<file path="config.mk">
export PLATFORM = sky130hd
export DESIGN_NAME = lux_conv_ctrl
export DESIGN_NICKNAME = d
export VERILOG_FILES = /design/src/lux_pkg.sv /design/src/edge_sync.sv /design/src/lux_conv_ctrl.sv
export SDC_FILE = /design/constraint.sdc
export NUM_CORES = 1
export LEC_CHECK = 0
export ABC_AREA = 0
export BUFFER_PORTS_ARGS = -buffer_cell sky130_fd_sc_hd__clkbuf_2
export CAP_MARGIN = 40
export CORE_ASPECT_RATIO = 1.75
export CORE_MARGIN = 8
export CORE_UTILIZATION = 60
export CTS_BUF_LIST = sky130_fd_sc_hd__clkbuf_4 sky130_fd_sc_hd__clkbuf_8 sky130_fd_sc_hd__clkbuf_16
export CTS_CLUSTER_DIAMETER = 80
export DETAILED_ROUTE_END_ITERATION = 7
export PLACE_DENSITY = 0.79
export SYNTH_ARGS = -nofsm -noshare
export SYNTH_HDL_FRONTEND = slang
export SYNTH_SLANG_ARGS = --single-unit
</file>
<file path="constraint.sdc">
create_clock -name core_clk -period 5 [get_ports core_clk]
set_input_delay 0.25 -clock core_clk [delete_from_list [all_inputs] [get_ports core_clk]]
set_output_delay 0.25 -clock core_clk [all_outputs]
set_load 0.02 [all_outputs]
</file>
<file path="src/lux_pkg.sv">
// Constants for the light sensor conversion control block
package lux_pkg;
	localparam logic [7:0] cmd_addr         = 8'h00;
	localparam logic [7:0] result_low_addr  = 8'h01;
	localparam logic [7:0] result_high_addr = 8'h02;
	localparam logic [7:0] cmd_reset        = 8'h00;
	localparam logic [15:0] result_reset    = 16'h0000;
	localparam int sync_addr_bit   = 7;
	localparam int enable_bit      = 7;
	localparam int continuous_bit  = 6;
	localparam int infrared_bit    = 5;
	localparam int timing_select_bit = 4;
	localparam int resolution_hi_bit = 3;
	localparam int resolution_lo_bit = 2;
	localparam int span_select_hi  = 1;
	localparam int span_select_lo  = 0;
	localparam int count_width     = 16;
	// Integration lengths in oscillator cycles for resolution codes 0..3
	localparam logic [16:0] cycles_res16 = 17'h10000;
	localparam logic [16:0] cycles_res12 = 17'h01000;
	localparam logic [16:0] cycles_res8  = 17'h00100;
	localparam logic [16:0] cycles_res4  = 17'h00010;
	// Timing codes, command bits 4:2
	localparam logic [2:0] code_ext_adc   = 3'h4;
	localparam logic [2:0] code_ext_timer = 3'h5;
	typedef enum logic [1:0] {
		conv_idle = 2'b00,
		conv_int  = 2'b01,
		conv_wait = 2'b10,
		conv_ext  = 2'b11
	} conv_state_t;
endpackage
</file>
<file path="src/edge_sync.sv">
// Two-flop synchroniser with rising edge pulse
`timescale 1ns/1ps
module edge_sync (
	input  wire logic core_clk, // block clock
	input  wire logic rstn,     // synchronous reset, active low
	input  wire logic ce,       // clock enable
	input  wire logic async_in, // level from another domain
	output logic      rise      // one-cycle pulse on rising edge
);
	logic stage1;
	logic stage2;
	logic stage3;

	always_ff @(posedge core_clk) begin
		if (!rstn) begin
			stage1 <= 1'b0;
			stage2 <= 1'b0;
			stage3 <= 1'b0;
			rise   <= 1'b0;
		end else if (ce) begin
			stage1 <= async_in;
			stage2 <= stage1;
			stage3 <= stage2;
			rise   <= stage2 & ~stage3;
		end
	end
endmodule // edge_sync

</file>
<file path="src/lux_conv_ctrl.sv">
// Conversion control and result registers of the light sensor
`timescale 1ns/1ps
module lux_conv_ctrl
	import lux_pkg::*;
(
	input  wire logic       core_clk,   // 40 MHz block clock
	input  wire logic       rstn,       // synchronous reset, active low
	input  wire logic       ce,         // clock enable, freezes state when low
	input  wire logic       osc_clk,    // internal oscillator, sampled
	input  wire logic       photo_pulse,// light-to-frequency pulses, sampled
	input  wire logic       wr_en,      // register write strobe
	input  wire logic       rd_en,      // register read strobe
	input  wire logic [7:0] addr,       // register address
	input  wire logic [7:0] wdata,      // write data
	output logic      [7:0] rdata,      // read data, valid after rd_en
	output logic      [1:0] full_scale_span, // span code to analog front end
	output logic            infrared_sel,    // 1 selects infrared sensing
	output logic            powered,         // front end powered
	output logic            conv_done        // pulse at each conversion end
);
	logic [7:0]          cmd;
	logic [15:0]         result;
	logic [15:0]         last_adc;
	logic [15:0]         last_timer;
	logic [16:0]         osc_count;
	logic [15:0]         adc_count;
	logic                osc_rise;
	logic                photo_rise;
	logic                active;
	conv_state_t         state;
	logic [2:0]          code;
	logic [16:0]         target;
	logic                cmd_write;
	logic                sync_write;
	logic                int_end;
	logic                ext_end;

	edge_sync osc_sync (
		.core_clk (core_clk),
		.rstn     (rstn),
		.ce       (ce),
		.async_in (osc_clk),
		.rise     (osc_rise)
	);

	edge_sync photo_sync (
		.core_clk (core_clk),
		.rstn     (rstn),
		.ce       (ce),
		.async_in (photo_pulse),
		.rise     (photo_rise)
	);

	assign code      = cmd[timing_select_bit:resolution_lo_bit];
	assign cmd_write = wr_en && addr == cmd_addr;
	assign sync_write = wr_en && addr[sync_addr_bit];

	always_comb begin
		case (cmd[resolution_hi_bit:resolution_lo_bit])
			2'b00:   target = cycles_res16;
			2'b01:   target = cycles_res12;
			2'b10:   target = cycles_res8;
			default: target = cycles_res4;
		endcase
	end

	assign int_end = state == conv_int && osc_rise && osc_count + 17'h00001 == target;
	assign ext_end = state == conv_ext && sync_write;

	// Command register, also arms a measurement
	always_ff @(posedge core_clk) begin
		if (!rstn) begin
			cmd    <= cmd_reset;
			active <= 1'b0;
		end else if (ce) begin
			if (cmd_write) begin
				cmd    <= wdata;
				active <= wdata[enable_bit];
			end else if ((int_end || ext_end) && !cmd[continuous_bit]) begin
				active <= 1'b0;
			end
		end
	end

	// Conversion sequencing
	always_ff @(posedge core_clk) begin
		if (!rstn) begin
			state <= conv_idle;
		end else if (ce) begin
			if (cmd_write || !active) begin
				state <= conv_idle;
			end else begin
				case (state)
					conv_idle: begin
						if (!code[2])
							state <= conv_int;
						else if (code == code_ext_adc || code == code_ext_timer)
							state <= conv_wait;
					end
					conv_wait: if (sync_write) state <= conv_ext;
					conv_int:  state <= conv_int;
					conv_ext:  state <= conv_ext;
					default:   state <= conv_idle;
				endcase
			end
		end
	end

	// Oscillator and photo counters; restart at each conversion boundary
	always_ff @(posedge core_clk) begin
		if (!rstn) begin
			osc_count <= 17'h00000;
			adc_count <= 16'h0000;
		end else if (ce) begin
			if (int_end || ext_end || (state != conv_int && state != conv_ext)) begin
				osc_count <= 17'h00000;
				adc_count <= 16'h0000;
			end else begin
				if (osc_rise && osc_count != 17'h0ffff)
					osc_count <= osc_count + 17'h00001;
				if (photo_rise && adc_count != 16'hffff)
					adc_count <= adc_count + 16'h0001;
			end
		end
	end

	always_ff @(posedge core_clk) begin
		if (!rstn) begin
			result     <= result_reset;
			last_adc   <= result_reset;
			last_timer <= result_reset;
			conv_done  <= 1'b0;
		end else if (ce) begin
			conv_done <= int_end || ext_end;
			if (int_end || ext_end) begin
				last_adc   <= adc_count;
				last_timer <= osc_count[15:0];
				result <= (code == code_ext_timer) ? osc_count[15:0] : adc_count;
			end else if (cmd_write && wdata[timing_select_bit:resolution_lo_bit] == code_ext_adc) begin
				result <= last_adc;
			end else if (cmd_write && wdata[timing_select_bit:resolution_lo_bit] == code_ext_timer) begin
				result <= last_timer;
			end
		end
	end

	always_ff @(posedge core_clk) begin
		if (!rstn) begin
			rdata <= 8'h00;
		end else if (ce && rd_en) begin
			case (addr)
				cmd_addr:         rdata <= cmd;
				result_low_addr:  rdata <= result[7:0];
				result_high_addr: rdata <= result[15:8];
				default:          rdata <= 8'h00;
			endcase
		end
	end

	always_ff @(posedge core_clk) begin
		if (!rstn) begin
			full_scale_span <= 2'b00;
			infrared_sel    <= 1'b0;
			powered         <= 1'b0;
		end else if (ce) begin
			full_scale_span <= cmd[span_select_hi:span_select_lo];
			infrared_sel    <= cmd[infrared_bit];
			powered         <= active;
		end
	end
endmodule // lux_conv_ctrl

</file>
# Word-level counts from Yosys, hierarchy flattened
# Index checks and enable logic that the tools add are counted.
[word_totals]
regBits = 113
in_bits = 23
elab_cells = 94
[op_classes]
n_addsub = 2
eq_ne = 18
n_mux = 17
n_bitwise = 4
reduce_logical = 32
[op_table]
columns = ["operator", "count"]
rows = [
  ["2-to-1 mux 16 bit", 6],
  ["one-hot mux 17 bit (3 select lines)", 1],
  ["2-to-1 mux 17 bit", 2],
  ["one-hot mux 8 bit (3 select lines)", 1],
  ["adder 17 x 1 -> 17 bit (second input constant)", 1],
  ["equality test 17 bit", 1],
  ["inequality test 17 x 16 -> 1 bit (second input constant)", 1],
  ["adder 16 x 1 -> 16 bit (second input constant)", 1],
  ["inequality test 16 bit (second input constant)", 1],
  ["equality test 3 bit (second input constant)", 4],
  ["logical AND 1 bit", 12],
  ["AND reduction 2 bit", 6],
  ["equality test 8 x 1 -> 1 bit (second input constant)", 1],
  ["equality test 8 x 2 -> 1 bit (second input constant)", 1],
  ["logical NOT 8 bit", 1],
  ["2-to-1 mux 2 bit", 4],
  ["one-hot mux 2 bit (4 select lines)", 1],
  ["equality test 2 bit (second input constant)", 3],
  ["nonzero test 2 bit", 3],
  ["equality test 2 x 1 -> 1 bit (second input constant)", 2],
  ["logical NOT 2 bit", 2],
  ["logical OR 1 bit", 4],
  ["inequality test 4 bit (second input constant)", 1],
  ["inequality test 3 bit (second input constant)", 1],
  ["8 further kinds", 12],
]

# Depth between registers and ports, before layout
# Gate-level depths: netlist (run 1).
[depth]
depth_word = 8
mapped_depth = 16
mapped_depth_nobuf = 13

# By module
# Synthesis (run 1) repeated with hierarchy kept, for this count alone.
[unflattened]
cells_unflattened = 731
area_unflattened_um2 = 5947.0
[modules_own_cells]
columns = ["mod", "n_inst", "cells_per_inst", "area_each_um2", "seq_area_each_um2"]
rows = [
  ["lux_conv_ctrl", 1, 705, 5649.2, 2102.0],
  ["edge_sync", 2, 13, 148.9, 80.1],
]

# Least setup slack after synthesis (run 1)
# OpenSTA, ideal clock, no wires.
[synth_timing]
path_type = "register -> register"
from = "register osc_count[0]"
to = "register last_adc[7]"
setup_time_ns = 0.116
t_arrival_ns = 3.021
t_required_ns = 4.884
setup_slack_ns = 1.863
stages_incl_launch_ff = 16
path_buffers = 2
cell_sequence = "dfxtp_1 > ha_1 > nand3_2 > nor2_1 > and3_1 > and3_1 > ha_1 > xnor2_1 > nor4_1 > and4_1 > o2111ai_1 > o21a_2 > nor2_4 > buf_6 > buf_6 > o21ai_2"
[synth_between]
elab_chain_cells = 5
[synth_lines]
columns = ["element", "line_no", "source"]
rows = [
  ["start, declared", "lux_conv_ctrl.sv:25", "logic [16:0] osc_count;"],
  ["start signal, assigned", "lux_conv_ctrl.sv:120", "osc_count <= osc_count + 17'h00001;"],
  ["adder 17 x 1 -> 17 bit", "lux_conv_ctrl.sv:67", "assign int_end = state == conv_int && osc_rise && osc_count + 17'h00001 == target;"],
  ["equality test 17 bit", "lux_conv_ctrl.sv:67", ""],
  ["logical AND 1 bit", "lux_conv_ctrl.sv:67", ""],
  ["logical OR 1 bit", "lux_conv_ctrl.sv:135", "if (int_end || ext_end) begin"],
  ["AND reduction 2 bit (no source line)", "-", ""],
  ["end signal, assigned", "lux_conv_ctrl.sv:130", "last_adc <= result_reset;"],
  ["end signal, assigned", "lux_conv_ctrl.sv:136", "last_adc <= adc_count;"],
  ["end, declared", "lux_conv_ctrl.sv:23", "logic [15:0] last_adc;"],
]
# No other way between the ends.
# A chain may end at the register's enable or synchronous reset.

# Worst setup path after layout (run 1)
[layout_timing]
from = "register osc_count[0]"
to = "register last_timer[8]"
[layout_between]
elab_chain_cells = 5
[layout_lines]
columns = ["element", "line_no", "source"]
rows = [
  ["adder 17 x 1 -> 17 bit", "lux_conv_ctrl.sv:67", ""],
  ["equality test 17 bit", "lux_conv_ctrl.sv:67", ""],
  ["logical AND 1 bit", "lux_conv_ctrl.sv:67", ""],
  ["logical OR 1 bit", "lux_conv_ctrl.sv:135", ""],
  ["AND reduction 2 bit (no source line)", "-", ""],
  ["end signal, assigned", "lux_conv_ctrl.sv:131", "last_timer <= result_reset;"],
  ["end signal, assigned", "lux_conv_ctrl.sv:137", "last_timer <= osc_count[15:0];"],
  ["end, declared", "lux_conv_ctrl.sv:24", "logic [15:0] last_timer;"],
]
# No other way between the ends.

==> metrics.cfg, run 1 <==
[detailed_routing]
detailedRoute.firstIterationViolations=547
met2_length_um=8394
route.final.wire_length_um=16870
first_pass_iters=5
top_layer=met4
drt_drc_violations_left=0
post_drt_via_cell_ratio=6.400
wl_per_cell_um=20.13
detailroute.wirelength.met3_um=839
ant_nets=0
via_count=5363
m1WireLength_um=6528

[synth]
synth_sequential_area_ratio_pct=38.90
synth.distinct_cells=61
synthesized_area_divided_by_synthesized_cell_count_sq_um=8.296
synthFlopType=sky130_fd_sc_hd__dfxtp_1
synthesis.instances=701
async_flop_share_pct=0
synthesis_warning_total=0
synth-compound-area-share_pct=18.12
yosys.area_share.simple_pct=25.02
yosys-mux-area-fraction_pct=8.111
synth_enable_flop_cells=0
synth.ff_latch_count=113
synth_top_family_by_area=simple AND/OR/NAND/NOR gates
synthesis.nets=728
xor_xnor_share_of_the_synthesized_area_pct=2.711
synth-adder-area-share_pct=0.8606
post_synth_instance_area_sq_um=5816

[flow_run]
timing.max_cap.violations=0

[finish]
area_growth_syn_to_fin_pct=12.52
final_cell_mix=sky130_fd_sc_hd__dfxtp_1 (113), sky130_fd_sc_hd__nand2_1 (86), sky130_fd_sc_hd__mux2i_1 (46)
final_common_cell=sky130_fd_sc_hd__dfxtp_1
final_cells=838
final_net_count=730
post_route_cells_drive_above_1_share_pct=14.53
n_antenna_cell=0
final_design_area_no_fill_sq_um=6544

[placed_design]
dpl.cell_count=806
detailed_place.area_sq_um=5922
gp_congestion=0.9792
pre_cts_slack_ns=1.009
hpwlAfterDp_um=12230
buffer_ports.inserted=35

[timing]
hold_viol_final=0
finClkSkew_ns=0.008580
pnr_worst_setup_slack_ns=0.9286
max_slew_margin_pct=44.88
finalMaxSlewViolations=0
max_freq_mhz=245.6
grt_setup_unrepaired=no
final.min_clock_period_ns=4.071
tightestPinTransition_ns=0.8218
setup-tns-final_ns=0
report.final.setup_viol=0
finalCritPeriodShare_pct=81.43

[worst_setup_path]
path_depth_of_the_worst_reg2reg_path=13
critical_path_required_ns=5.27
worst_setup_path_start_kind=flip-flop
timing.critical_path.arrival_ns=4.34
critical_path_class=reg2reg
slack_of_the_worst_reg_to_reg_path_ns=0.93
critical_path.reg2reg.startpoint=osc_count[0]$_SDFFE_PN0P_
worst_setup_path_startpoint=osc_count[0]$_SDFFE_PN0P_
timing.rr.end=last_timer[8]$_SDFFE_PN0P_
critPathCaptureType=flip-flop
critical_path_peak_fanout=29
end_point_of_the_critical_path=last_timer[8]$_SDFFE_PN0P_

[clock_network]
post_cts_resize_count=0
clk_latency_ns=0.42
clk_pin_slew_ns=0.06
clock_sinks=113
clock-root-buffer=sky130_fd_sc_hd__clkbuf_16
tritoncts=done
ctsHtreeMaxLevel=4
numCtsBuffers=17
post_cts_hold_buffer_count=0
cts_max_path_buffers=2
post-cts-setup-buffers=0

[die]
initial_utilization_pct=61.42
core_area_sq_um=9468
fp.dieW_um=90.42
die_height_um=146.2
io_pins=36
dieArea_sq_um=13220
number_of_rows_created_at_floorplan=47

[grt]
first_global_vias=5226
grt_max_degree=64
grt.total_usage_pct=25.58
grt_first_pass_wirelength_um=26900
grt_overflow=0
grt_antenna_before_repair=0

[outcome]
run_status=finished clean

[pwr]
cellPowerDensity_nw_per_um2=345.7
power.leakage_nw=2.432
worst_ir_drop_vdd_uv=348.9

[min_path]
holdCritPathClass=in2reg

==> layer usage <==
layer | up-vias | global-route usage [%]
li1 | 2538 | -
met1 | 2519 | 26.90
met2 | 230 | 44.26
met3 | 76 | 4.928
met4 | 0 | 18.86
met5 | - | 0
==> final cells by class <==
type | count | area [sq um]
Sequential cell | 113 | 2262
Clock inverter | 15 | 196.4
Fill cell | 768 | 2924
Multi-Input combinational cell | 514 | 3201
Tap cell | 122 | 152.6
Clock buffer | 17 | 425.4
Inverter | 11 | 41.29
Timing Repair Buffer | 46 | 265.3
==> how the worst min path moves through the flow <==
stage / cells past startpoint / slack, ns / from / end
3_5_place_dp: 2 / 0.44 / last_timer[7]$_SDFFE_PN0P_ / last_timer[7]$_SDFFE_PN0P_
3_3_place_gp: 2 / 0.43 / last_timer[5]$_SDFFE_PN0P_ / last_timer[5]$_SDFFE_PN0P_
2_1_floorplan: 2 / 0.40 / osc_clk / osc_sync.stage1$_SDFFE_PN0P_
6_report: 3 / 0.07 / osc_clk / osc_sync.stage1$_SDFFE_PN0P_
5_1_grt: 3 / 0.07 / photo_pulse / photo_sync.stage1$_SDFFE_PN0P_
4_1_cts: 3 / 0.07 / photo_pulse / photo_sync.stage1$_SDFFE_PN0P_
==> state kept, by name, indices dropped and copies added, names as in the netlist, 2 cells and up <==
signal / flops
cmd: 8
last_adc: 16
full_scale_span: 2
last_timer: 16
osc_count: 17
rdata: 8
result: 16
state: 2
adc_count: 16
==> stage by stage <==
stage / hold slack [ns] / util, % / power (mW)
finish: 0.06975 / 69.12 / 2.262
CTS: 0.06510 / 69.12 / 2.265
floorplan: 0.3972 / - / 0.9759
global route: 0.07083 / 69.12 / 2.308
detailed placement: 0.4439 / 62.55 / 0.9994
global placement: 0.4344 / 62.39 / 0.9977
==> cells in the mapped netlist (3+ instances only) <==
master	instances	area share [%]
sky130_fd_sc_hd__mux2i_1	46	7.9
sky130_fd_sc_hd__clkbuf_1	34	2.2
sky130_fd_sc_hd__buf_2	13	1.1
sky130_fd_sc_hd__ha_1	4	0.86
sky130_fd_sc_hd__a31o_1	5	0.75
sky130_fd_sc_hd__and3_1	8	0.86
sky130_fd_sc_hd__a21oi_1	25	2.2
sky130_fd_sc_hd__buf_1	4	0.26
sky130_fd_sc_hd__o21ai_1	23	2.0
sky130_fd_sc_hd__nor2_1	43	2.8
sky130_fd_sc_hd__nand2_1	86	5.6
sky130_fd_sc_hd__o21ai_0	20	1.7
sky130_fd_sc_hd__a211o_1	17	2.6
sky130_fd_sc_hd__a32o_1	3	0.52
sky130_fd_sc_hd__a21o_1	4	0.52
sky130_fd_sc_hd__nand4_1	36	3.9
sky130_fd_sc_hd__a22oi_1	9	1.2
sky130_fd_sc_hd__nor3_1	39	3.4
sky130_fd_sc_hd__inv_1	11	0.71
sky130_fd_sc_hd__nor2b_1	6	0.65
sky130_fd_sc_hd__a211oi_1	4	0.52
sky130_fd_sc_hd__buf_6	7	1.4
sky130_fd_sc_hd__nand3_1	33	2.8
sky130_fd_sc_hd__xnor2_1	12	1.8
sky130_fd_sc_hd__nor4_1	4	0.43
sky130_fd_sc_hd__or4_1	4	0.52
sky130_fd_sc_hd__o21ai_2	13	2.0
sky130_fd_sc_hd__o22ai_1	10	1.1
sky130_fd_sc_hd__dfxtp_1	113	39
sky130_fd_sc_hd__buf_4	5	0.65
sky130_fd_sc_hd__or3_1	7	0.75
sky130_fd_sc_hd__xor2_1	6	0.90
sky130_fd_sc_hd__nand2b_1	8	0.86
sky130_fd_sc_hd__nand4b_1	3	0.45
==> worst max-delay path: stages, from the launching register on <==
cell and delay, ns:
sky130_fd_sc_hd__dfxtp_1 0.46, sky130_fd_sc_hd__ha_1 0.27, sky130_fd_sc_hd__nand3_2 0.17, sky130_fd_sc_hd__nor2_1 0.30, sky130_fd_sc_hd__and3_1 0.21, sky130_fd_sc_hd__and3_1 0.16
sky130_fd_sc_hd__ha_1 0.25, sky130_fd_sc_hd__xnor2_1 0.14, sky130_fd_sc_hd__nor4_1 0.23, sky130_fd_sc_hd__and4_1 0.22, sky130_fd_sc_hd__o2111ai_1 0.24, sky130_fd_sc_hd__o21a_2 0.43
sky130_fd_sc_hd__nor2_4 0.66, sky130_fd_sc_hd__o21ai_1 0.17
==> cell families after synthesis <==
kind of cell,Yosys count
fa+ha+maj,4
simple gates,292
flops,113
compound gates,153
xor+xnor,18
buf+inv,74
mux,47
==> power by group <==
| group | switching, mW | internal (mW) | leakage [nW] |
|---|---|---|---|
| sequential | 0.00211 | 0.903 | 0.911 |
| clock | 0.481 | 0.800 | 0.307 |
| combinational | 0.0561 | 0.0197 | 1.21 |
(Power assumes the default switching activity.)
==> run 2, diff against run 1 <==
clock period = 3.8 ns   (was 5 ns; I/O delays follow)
==> metrics.cfg, run 2 (synthesized netlist as in run 1, its figures left out) <==
[finish]
n_antenna_cell=0
final_net_count=745
top_register=osc_count
largest_register_ff_count=17
final_cell_mix=sky130_fd_sc_hd__dfxtp_1 (113), sky130_fd_sc_hd__nand2_1 (86), sky130_fd_sc_hd__mux2i_1 (46)
area_growth_syn_to_fin_pct=15.56
final_common_cell=sky130_fd_sc_hd__dfxtp_1
post_route_cells_drive_above_1_share_pct=16.55

[die]
number_of_rows_created_at_floorplan=47
initial_utilization_pct=61.42
core_area_sq_um=9468
fp.dieW_um=90.42
io_pins=36
die_height_um=146.2
dieArea_sq_um=13220

[placed_design]
pre_cts_slack_ns=0.2510
gp_congestion=0.9086
buffer_ports.inserted=35
hpwlAfterDp_um=11630

[pwr]
p_sw_share_pct=22.87
internal_power_mw=2.337
totalPowerFinal_mw=3.030
pwr-share-clk_pct=57.4
seqPwrFrac_pct=39.3
switching_power_mw=0.6930
p_comb_share_pct=3.3
worst_ir_drop_vdd_uv=416.9
power.leakage_nw=2.511
cellPowerDensity_nw_per_um2=450.9

[timing]
final.min_clock_period_ns=3.574
max_slew_margin_pct=41.76
max_freq_mhz=279.8
pnr_worst_setup_slack_ns=0.2259
grt_setup_unrepaired=no
hold_viol_final=0
finalMaxSlewViolations=0
report.final.setup_viol=0
setup-tns-final_ns=0
tightestPinTransition_ns=0.8684
finalCritPeriodShare_pct=94.06
finClkSkew_ns=0.009713

[worst_setup_path]
critPathCaptureType=flip-flop
critical_path.reg2reg.startpoint=osc_count[1]$_SDFFE_PN0P_
worst_setup_path_start_kind=flip-flop
worst_setup_path_startpoint=osc_count[1]$_SDFFE_PN0P_
critical_path_class=reg2reg
critical_path_required_ns=4.11
critical_path_peak_fanout=47
timing.critical_path.arrival_ns=3.88

[detailed_routing]
wl_per_cell_um=19.66
first_pass_iters=6
post_drt_via_cell_ratio=6.476
route.final.wire_length_um=16770
via_count=5524
detailedRoute.firstIterationViolations=523
drt_drc_violations_left=0
ant_nets=0

[clock_network]
numCtsBuffers=17
ctsHtreeMaxLevel=4
tritoncts=done
clk_pin_slew_ns=0.06
clock-root-buffer=sky130_fd_sc_hd__clkbuf_16
clock_sinks=113
clk_latency_ns=0.43
post_cts_hold_buffer_count=0
cts_max_path_buffers=2

[outcome]
run_status=finished clean

[grt]
first_global_vias=5415
grt_antenna_before_repair=0
grt_max_degree=57
grt_first_pass_wirelength_um=27090
grt_overflow=0
grt.total_usage_pct=25.62

[min_path]
worst_hold_startpoint=osc_clk
holdCritPathClass=in2reg

[flow_run]
timing.max_cap.violations=0

## run 2: cell count changes in the layout (fill, tap and decap cells not counted), sizes merged
cell,delta
clkinv,-3
inv,-3
clkbuf,+1
bufinv,+1
buf,+15
clkinvlp,+4
## run 2: stage by stage
stage,area (sq um),hold slack (ns),utilization [%],cells
after global placement,6045,0.4288,63.84,820
after CTS,6698,0.01097,70.74,853
after floorplan,5816,0.3372,-,701
final,6720,0.01257,70.98,853
after global routing,6720,0.01725,70.98,853
after detailed placement,6060,0.4403,64.00,821
## run 2: per-layer routing
layer,global-route usage [%],routed length (um),up-vias
met5,0,0,-
met4,18.19,960,0
met3,5.595,1003,67
met2,43.08,8364,249
met1,27.85,6440,2630
li1,-,-,2578
## run 2: path summary, 6_finish.rpt
kind / cells past startpoint / to / slack [ns]
min reg2reg: 2 / last_timer[8]$_SDFFE_PN0P_ / 0.45
min: 3 / osc_sync.stage1$_SDFFE_PN0P_ / 0.01
max: 14 / result[14]$_SDFFE_PN0P_ / 0.23
max reg2reg: 14 / result[14]$_SDFFE_PN0P_ / 0.23
## run 2: area by class of cell
cell class	count	area (sq um)
fill	735	2748
timing repair buffer	61	402.9
clock inverter	14	198.9
clock buffer	18	439.2
tap	122	152.6
sequential	113	2262
inverter	11	41.29
multi-input combinational	514	3223
## run 2: worst max-delay path: stages, from the launching register on
cell                        delay [ns]
sky130_fd_sc_hd__dfxtp_1          0.45
sky130_fd_sc_hd__ha_2             0.27
sky130_fd_sc_hd__nand3_2          0.14
sky130_fd_sc_hd__nor2_1           0.20
sky130_fd_sc_hd__and3_1           0.19
sky130_fd_sc_hd__and3_1           0.17
sky130_fd_sc_hd__ha_1             0.26
sky130_fd_sc_hd__xnor2_1          0.14
sky130_fd_sc_hd__nor4_1           0.21
sky130_fd_sc_hd__and4_1           0.25
sky130_fd_sc_hd__o2111ai_2        0.23
sky130_fd_sc_hd__o21ai_2          0.24
sky130_fd_sc_hd__buf_12           0.24
sky130_fd_sc_hd__nor3_1           0.11
sky130_fd_sc_hd__a211o_1          0.31
## run 2: power groups by stage
stage               Combinational, mW  Sequential (mW)  Clock [mW]
floorplan                      0.0669             1.22           0
global placement               0.0948             1.22           0
detailed placement             0.0979             1.22           0
CTS                            0.0983             1.19        1.74
global route                    0.107             1.19        1.80
finish                          0.100             1.19        1.74
## run 2: repair_timing
item | CTS | global route
setup endpoints to repair | 0 | 45
resized for setup | 0 | 4
setup buffers | 0 | 0
endpoints found under the hold margin | 0 | 0
